===== src/odc_pkg.sv =====
package odc_pkg;
    // function codes carried in the identifier
    localparam logic [7:0] FUNC_POWER_ON = 8'h60;
    localparam logic [7:0] FUNC_FAIL_SAFE = 8'h61;
    // selector field values
    localparam logic [7:0] SEL_ALL_IO = 8'h00;
    localparam logic [7:0] SEL_DOUT = 8'h01;
    localparam logic [7:0] SEL_DIN = 8'h02;
    // factory defaults of both stored patterns
    localparam logic [7:0] POWER_ON_RESET = 8'h00;
    localparam logic [7:0] FAIL_SAFE_RESET = 8'h00;
    localparam logic [3:0] PATTERN_LEN = 4'h1;

    // decoded request from the frame controller
    typedef struct packed {
        logic [7:0] func;
        logic [7:0] selector;
        logic remote;
        logic [3:0] length;
        logic [7:0] data;
    } odc_req_s;

    // answer frame handed back to the frame controller
    typedef struct packed {
        logic [7:0] func;
        logic [7:0] selector;
        logic ack;
        logic [3:0] length;
        logic [7:0] data;
    } odc_rsp_s;

    // nonvolatile write request
    typedef struct packed {
        logic slot;
        logic [7:0] data;
    } odc_nv_s;

    typedef enum logic [2:0] {
        ODC_BOOT = 3'b001,
        ODC_RUN = 3'b010,
        ODC_SAFE = 3'b100
    } odc_mode_e;
endpackage


===== src/odc_config.sv =====
module odc_config (
    input wire logic i_clock, // 100 MHz system clock
    input wire logic i_rst, // async reset, active high
    input wire logic i_req_valid, // one-cycle request strobe
    input wire odc_pkg::odc_req_s i_req, // decoded request
    input wire logic i_nv_valid, // nonvolatile contents valid (boot load)
    input wire logic [7:0] i_nv_power_on, // stored power-on pattern
    input wire logic [7:0] i_nv_fail_safe, // stored fail-safe pattern
    input wire logic i_out_cmd, // one-cycle: host output command taken
    input wire logic [7:0] i_out_value, // value of that output command
    input wire logic i_stalled, // same-domain stall indication
    input wire logic i_heartbeat_lost, // same-domain heartbeat timeout
    output logic o_rsp_valid, // one-cycle answer strobe
    output odc_pkg::odc_rsp_s o_rsp, // answer frame
    output logic o_nv_write, // one-cycle nonvolatile write strobe
    output odc_pkg::odc_nv_s o_nv, // nonvolatile write slot/data
    output logic [7:0] o_dout, // discrete output pattern
    output logic [7:0] o_analog_output // analog output code
);
    // stored copies mirror the nonvolatile cells
    logic [7:0] power_on;
    logic [7:0] fail_safe;
    logic [7:0] run_value;
    logic boot_loaded;
    odc_pkg::odc_mode_e mode;
    odc_pkg::odc_mode_e next_mode;

    // one decode for both codes keeps the selector filter identical for each
    function automatic logic odc_hit(input odc_pkg::odc_req_s req, input logic [7:0] code);
        return req.selector == odc_pkg::SEL_DOUT && req.func == code;
    endfunction

    // request decode; other selectors and codes are left to other handlers
    wire sel_ok = i_req.selector == odc_pkg::SEL_DOUT;
    wire hit_pon = i_req_valid && odc_hit(i_req, odc_pkg::FUNC_POWER_ON);
    wire hit_fsf = i_req_valid && odc_hit(i_req, odc_pkg::FUNC_FAIL_SAFE);
    wire is_set = !i_req.remote && i_req.length == odc_pkg::PATTERN_LEN;
    wire is_query = i_req.remote;
    wire set_pon = hit_pon && is_set;
    wire set_fsf = hit_fsf && is_set;
    wire answer = (hit_pon || hit_fsf) && (is_set || is_query);
    wire safe_cond = i_stalled || i_heartbeat_lost;

    // safe overrides the discrete outputs only; a command leaves boot for good
    // the safe state is never entered: stall and heartbeat loss act as an overlay in the mux
    always_comb begin
        next_mode = mode;
        case (mode)
            odc_pkg::ODC_BOOT: if (i_out_cmd) next_mode = odc_pkg::ODC_RUN;
            odc_pkg::ODC_RUN: next_mode = odc_pkg::ODC_RUN;
            odc_pkg::ODC_SAFE: if (i_out_cmd) next_mode = odc_pkg::ODC_RUN;
            default: next_mode = odc_pkg::ODC_BOOT;
        endcase
    end

    always_ff @(posedge i_clock or posedge i_rst) begin
        if (i_rst) begin
            mode <= odc_pkg::ODC_BOOT;
        end else begin
            mode <= next_mode;
        end
    end

    // the patterns load from nonvolatile memory once, then track host writes
    // boot_loaded stops a long i_nv_valid level from reloading over host writes
    always_ff @(posedge i_clock or posedge i_rst) begin
        if (i_rst) begin
            power_on <= odc_pkg::POWER_ON_RESET;
            fail_safe <= odc_pkg::FAIL_SAFE_RESET;
            boot_loaded <= 1'b0;
        end else begin
            // a write in the load cycle is already answered and committed, so it wins here
            if (i_nv_valid && !boot_loaded) begin
                power_on <= set_pon ? i_req.data : i_nv_power_on;
                fail_safe <= set_fsf ? i_req.data : i_nv_fail_safe;
                boot_loaded <= 1'b1;
            end else begin
                if (set_pon) power_on <= i_req.data;
                if (set_fsf) fail_safe <= i_req.data;
            end
        end
    end

    // boot pattern latched on power-on only, so a later write waits for reboot
    logic [7:0] boot_value;
    always_ff @(posedge i_clock or posedge i_rst) begin
        if (i_rst) begin
            boot_value <= odc_pkg::POWER_ON_RESET;
            run_value <= odc_pkg::POWER_ON_RESET;
        end else begin
            if (i_nv_valid && !boot_loaded) boot_value <= i_nv_power_on;
            if (i_out_cmd) run_value <= i_out_value;
        end
    end

    // fail-safe is read live so a new value shows at once
    wire [7:0] next_dout = safe_cond ? fail_safe :
        (mode == odc_pkg::ODC_BOOT) ? boot_value : run_value;
    // analog outputs carry no fail-safe pattern, so they ignore the safe overlay
    wire [7:0] next_ao = (mode == odc_pkg::ODC_BOOT) ? boot_value : run_value;

    always_ff @(posedge i_clock or posedge i_rst) begin
        if (i_rst) begin
            o_dout <= odc_pkg::POWER_ON_RESET;
            o_analog_output <= odc_pkg::POWER_ON_RESET;
        end else begin
            o_dout <= next_dout;
            o_analog_output <= next_ao;
        end
    end

    // answer and nonvolatile commit, one cycle after the request
    // answer fields hold until the next answer, so a slow reader still sees them
    always_ff @(posedge i_clock or posedge i_rst) begin
        if (i_rst) begin
            o_rsp_valid <= 1'b0;
            o_rsp <= '0;
            o_nv_write <= 1'b0;
            o_nv <= '0;
        end else begin
            o_rsp_valid <= answer;
            o_nv_write <= set_pon || set_fsf;
            if (answer) begin
                o_rsp.func <= i_req.func;
                o_rsp.selector <= i_req.selector;
                o_rsp.ack <= 1'b1;
                o_rsp.length <= odc_pkg::PATTERN_LEN;
                o_rsp.data <= is_set ? i_req.data : (hit_pon ? power_on : fail_safe);
            end
            if (set_pon || set_fsf) begin
                o_nv.slot <= set_fsf;
                o_nv.data <= i_req.data;
            end
        end
    end

    // assertion helpers: has the host written each pattern since reset
    logic pon_written;
    logic fsf_written;
    always_ff @(posedge i_clock or posedge i_rst) begin
        if (i_rst) begin
            pon_written <= 1'b0;
            fsf_written <= 1'b0;
        end else begin
            pon_written <= pon_written || set_pon;
            fsf_written <= fsf_written || set_fsf;
        end
    end
endmodule


===== config.mk =====
export PLATFORM = sky130hd
export DESIGN_NAME = odc_config
export DESIGN_NICKNAME = d
export VERILOG_FILES = /design/src/odc_pkg.sv /design/src/odc_config.sv
export SDC_FILE = /design/constraint.sdc
export NUM_CORES = 1
export LEC_CHECK = 0
export BUFFER_PORTS_ARGS = -buffer_cell sky130_fd_sc_hd__buf_2
export CAP_MARGIN = 40
export CORE_AREA = 2 2 64 126
export CTS_BUF_LIST = sky130_fd_sc_hd__clkbuf_8
export DETAILED_ROUTE_END_ITERATION = 8
export DIE_AREA = 0 0 66 128
export PLACE_DENSITY = 0.86
export SYNTH_ARGS = -nofsm -noshare
export SYNTH_HDL_FRONTEND = slang
export SYNTH_SLANG_ARGS = --single-unit

===== constraint.sdc =====
create_clock -name i_clock -period 3.4 [get_ports i_clock]
set_input_delay 0.34 -clock i_clock [delete_from_list [all_inputs] [get_ports i_clock]]
set_output_delay 0.34 -clock i_clock [all_outputs]
set_load 0.02 [all_outputs]

# Word-level counts from Yosys, hierarchy flattened
# Index checks and enable logic that the tools add are counted.
word_totals:
  word_cells: 54
  ff_bits: 88
  inputBits: 60
  output_inout_bits: 56
op_classes:
  n_mux: 12
  n_reduce_logical: 18
  n_eq_ne: 8
ops:
  columns: ["operator", "n"]
  rows:
  - ["$mux W8", 10]
  - ["$eq A8 B7 Y1 const B", 2]
  - ["$logic_and A1 B1 Y1", 9]
  - ["$eq A8 B1 Y1 const B", 1]
  - ["$pmux W3 S2", 1]
  - ["$eq A4 B1 Y1 const B", 1]
  - ["$logic_or A1 B1 Y1", 4]
  - ["$reduce_bool A2 Y1", 2]
  - ["$eq A3 B1 Y1 const B", 1]
  - ["$eq A3 B2 Y1 const B", 1]
  - ["$eq A3 B3 Y1 const B", 1]
  - ["$mux W3", 1]
  - ["$logic_not A1 Y1", 2]
  - ["$ne A2 B1 Y1 const B", 1]
  - ["$reduce_or A2 Y1", 1]

# Longest topological paths before layout
depth:
  word_depth: 6
  ltp_mapped: 6
  mapped_depth_nobuf: 5

# Worst setup path after synthesis
# OpenSTA, ideal clock, no wires.
synth_timing:
  path_type: "input -> register"
  startpoint: "input i_req[9] (netlist name)"
  endpoint: "register o_nv[0] (netlist name)"
  stages: 4
  arrival_time_ns: 1.690
  setup_ns: 0.125
  path_slack_ns: 1.585
  required_ns: 3.275
  path_buffers: 0
  path_cell_list: "or4b_4 -> or2_4 -> nor2_4 -> mux2_2"
synth_via:
  elab_chain_len: 4
  elab_cells_between_ends: 5
  classes_between: "eq/ne: 1; reduce/logical: 4"
synth_lines:
  columns: ["element", "line", "rtl"]
  rows:
  - ["start, declared", "odc_config.sv:5", "input wire odc_pkg::odc_req_s i_req,"]
  - ["$eq A4 B1 Y1 (*)", "odc_config.sv:37", "wire is_set = !i_req.remote && i_req.length == odc_pkg::PATTERN_LEN;"]
  - ["$logic_and A1 B1 Y1 (*)", "odc_config.sv:37", null]
  - ["$logic_and A1 B1 Y1 (on tied branches)", "odc_config.sv:39, odc_config.sv:40", null]
  - ["$logic_or A1 B1 Y1 (*)", "odc_config.sv:130", "if (set_pon || set_fsf) begin"]
  - ["end, declared", "odc_config.sv:16", "output odc_pkg::odc_nv_s o_nv,"]
# Every way passes the cells marked *; elsewhere a longest branch is shown, timed or not.
# A chain may end at the register's enable or synchronous reset.

# Worst setup path after layout
layout_timing:
  startpoint: "register mode[0]"
  endpoint: "register o_dout[3]"
layout_via:
  elab_chain_len: 3
layout_lines:
  columns: ["element", "line", "rtl"]
  rows:
  - ["start, declared", "odc_config.sv:25", "odc_pkg::odc_mode_e mode;"]
  - ["start signal, assigned", "odc_config.sv:58", "mode <= odc_pkg::ODC_BOOT;"]
  - ["start signal, assigned", "odc_config.sv:60", "mode <= next_mode;"]
  - ["$eq A3 B1 Y1", null, null]
  - ["$mux W8", null, null]
  - ["via next_ao[3]", "odc_config.sv:100", "wire [7:0] next_ao = (mode == odc_pkg::ODC_BOOT) ? boot_value : run_value;"]
  - ["$mux W8", "odc_config.sv:97", "wire [7:0] next_dout = safe_cond ? fail_safe :"]
  - ["via next_dout[3]", "odc_config.sv:97", null]
  - ["end signal, assigned", "odc_config.sv:104", "o_dout <= odc_pkg::POWER_ON_RESET;"]
  - ["end signal, assigned", "odc_config.sv:107", "o_dout <= next_dout;"]
  - ["end, declared", "odc_config.sv:17", "output logic [7:0] o_dout,"]
# The timed path passes the listed nets, and every way through them passes these cells.

==> results.yml <==
run_status:
  status: "finished, final reports clean"
worst_setup_path:
  r2r_slack_ns: 1.62
  path_class: "reg2reg"
  critical_path_required_ns: 3.64
  cp-end-kind: "flip-flop"
  crit_path_max_fanout: 10
  cp.arrival_ns: 2.01
  worstSetupStartpointType: "flip-flop"
synth:
  async_flop_share_pct: 100.0
  yosys-top-cells-area: "dfrtp_1, mux2_2, mux2i_1, o21ai_0, nor2b_1"
  yosysMostFrequentCell: "dfrtp_1"
  netlist_area_um2: 3672
  yosysTopAreaCell: "dfrtp_1"
  syn_area_per_cell_um2: 13.50
  synth_common_cells: "dfrtp_1, mux2_2, o21ai_0, nor2b_1, nor4_1"
  yosysUniqueCellTypes: 36
  synthCells: 272
  synth-seq-area-share_pct: 59.32
  yosysWarnings: 0
  synth_edf_count: 0
  ys_ff_latch: 87
  synth_ff_type: "dfrtp_1"
  netlist.area_leader.share_pct: 58.60
finish:
  fillers: 640
  final_nets: 445
  regArea_um2: 2178
  fin_cells: 483
  antennaDiodeCount: 0
  syn_to_final_growth_pct: 21.84
  multi_input_area_um2: 1385
  drive_gt1_share_pct: 51.93
clock_network:
  cts_buffers: 9
  root_buffer: "clkbuf_8"
  postCtsResizedCells: 0
  cts_setup_buffers: 0
  cts-hold-fix-buffers: 0
  insertion_delay_ns: 0.35
  clockBufferDepth: 2
  clk_pin_slew_ns: 0.08
  htreeDepth: 3
  cts.sink_count: 87
  cts_tree: "built"
timing:
  skew_ns: 0.007582
  fin_setup_tns_ns: 0
  hold_violations: 0
  finalCritPeriodShare_pct: 52.26
  slew_headroom_pct: 48.75
  finalSetupViolations: 0
  min_period_ns: 1.777
  grt_setup_unrepaired: "false"
  tightestPinTransition_ns: 0.7671
  fmax_mhz: 562.8
  drv_slew: 0
place:
  gp_congestion: 0.8169
  placedCellCount: 467
  numPortBuffers: 112
  hpwl_um: 6584
floorplanning:
  die_area_um2: 8448
  die_y_um: 128
  die_w_um: 66
  start_util_pct: 48.67
  coreArea_um2: 7545
  row_count: 45
  ios: 116
routing:
  wl_per_cell_um: 17.48
  drc: 0
  ant_nets: 0
  drtIter0Drc: 113
  vias: 2640
  via_per_inst: 5.466
  wirelength_um: 8443
  drtPass1Iterations: 4
run:
  maxCapViolations: 0
power_and_ir_drop:
  power.density_nw_per_um2: 501.3
  ir_worst_vdd_mv: 0.2612
  p_leak_nw: 2.213
global_route:
  grt_max_degree: 38
  overflow: 0
  antenna_found_initial: 0
  grt_pass1_wl_um: 13120
  grt_pass1_vias: 2663
  grt_usage_pct: 20.86
hold_path:
  hp-class: "in2async"
==> worst max-delay path: stages, from the launching register on <==
cell,delay (ns)
dfstp_2,0.54
ha_1,0.45
mux2_2,0.41
mux2_2,0.26
==> flip-flops by register name (all words and copies together), names as in the netlist <==
signal           flops
run_value            8
boot_loaded          1
o_nv_write           1
o_analog_output      8
boot_value           8
o_dout               8
mode                 2
fail_safe            8
o_nv                 9
power_on             8
o_rsp               25
o_rsp_valid          1
==> worst paths after layout <==
| kind | cells after the start | to | start |
|---|---|---|---|
| max in group asynchronous | 3 | mode[0] | i_rst |
| worst min register to register | 1 | o_rsp[27] | o_rsp[27] |
| min in group i_clock | 2 | boot_loaded | i_nv_valid |
| worst min-delay path | 2 | o_rsp[17] | i_rst |
| worst max register to register | 3 | o_dout[3] | mode[0] |
| worst max-delay path | 3 | o_dout[3] | mode[0] |
==> logic make-up (layout without fill, tap and decap cells) <==
group           Yosys count  in the layout  synth area share [%]
mux                      64             64                 19.32
other cells               1              3                0.1021
flops                    87             87                 59.32
buf+inv                  22            137                 3.237
fa+ha+maj                 1              1                0.3407
simple gates             52             52                 10.26
compound gates           45             45                 7.428
==> through the flow <==
stage | instance area [µm²] | worst slack [ns] | power, mW | utilization [%] | hold slack (ns)
3_3_place_gp | 4295 | 1.335 | 1.606 | 56.93 | 0.4211
6_report | 4474 | 1.623 | 2.243 | 59.30 | 0.03734
3_5_place_dp | 4295 | 1.289 | 1.628 | 56.93 | 0.4388
4_1_cts | 4474 | 1.608 | 2.261 | 59.30 | 0.05176
2_1_floorplan | 3680 | 0.8115 | 1.475 | - | 0.4375
5_1_grt | 4474 | 1.526 | 2.350 | 59.30 | 0.09192
==> metal layers <==
| metal | vias to the layer above | track usage [%] | share of wire, % | wire (µm) |
|---|---|---|---|---|
| met5 | - | 0 | 0 | 0 |
| met1 | 1280 | 23.39 | 37 | 3133 |
| met4 | 0 | 12.73 | 4.6 | 386 |
| met2 | 116 | 35.06 | 53 | 4479 |
| met3 | 30 | 4.917 | 5.3 | 444 |
| li1 | 1214 | - | - | - |
==> cells in the final DEF (no fill, tap or decap), types with 2 or more instances in the layout <==
cell,instances
a21oi_1,9
buf_2,112
buf_4,5
clkbuf_8,11
conb_1,3
dfrtp_1,86
inv_1,5
mux2_2,55
mux2i_1,9
nand2_1,2
nand4_1,2
nor2_1,2
nor2_4,2
nor2b_1,13
nor4_1,10
nor4b_1,2
nor4bb_1,3
o21ai_0,18
o22ai_1,8
o311ai_0,8
or2_2,6
==> final cells by class <==
| cell class | instances | share of cell area (%) |
|---|---|---|
| multi-input cells | 165 | 30.96 |
| clock buffers | 11 | 3.384 |
| flip-flops and latches | 87 | 48.69 |
| well taps | 94 | 2.629 |
| clock inverters | 5 | 0.6152 |
| repair buffers | 117 | 13.37 |
| inverters | 4 | 0.3635 |
==> power by group <==
group / internal, mW / switching, mW
clock: 0.299 / 0.339
sequential: 1.14 / 0.0485
combinational: 0.183 / 0.228
Power figures use the tool's default switching activity.
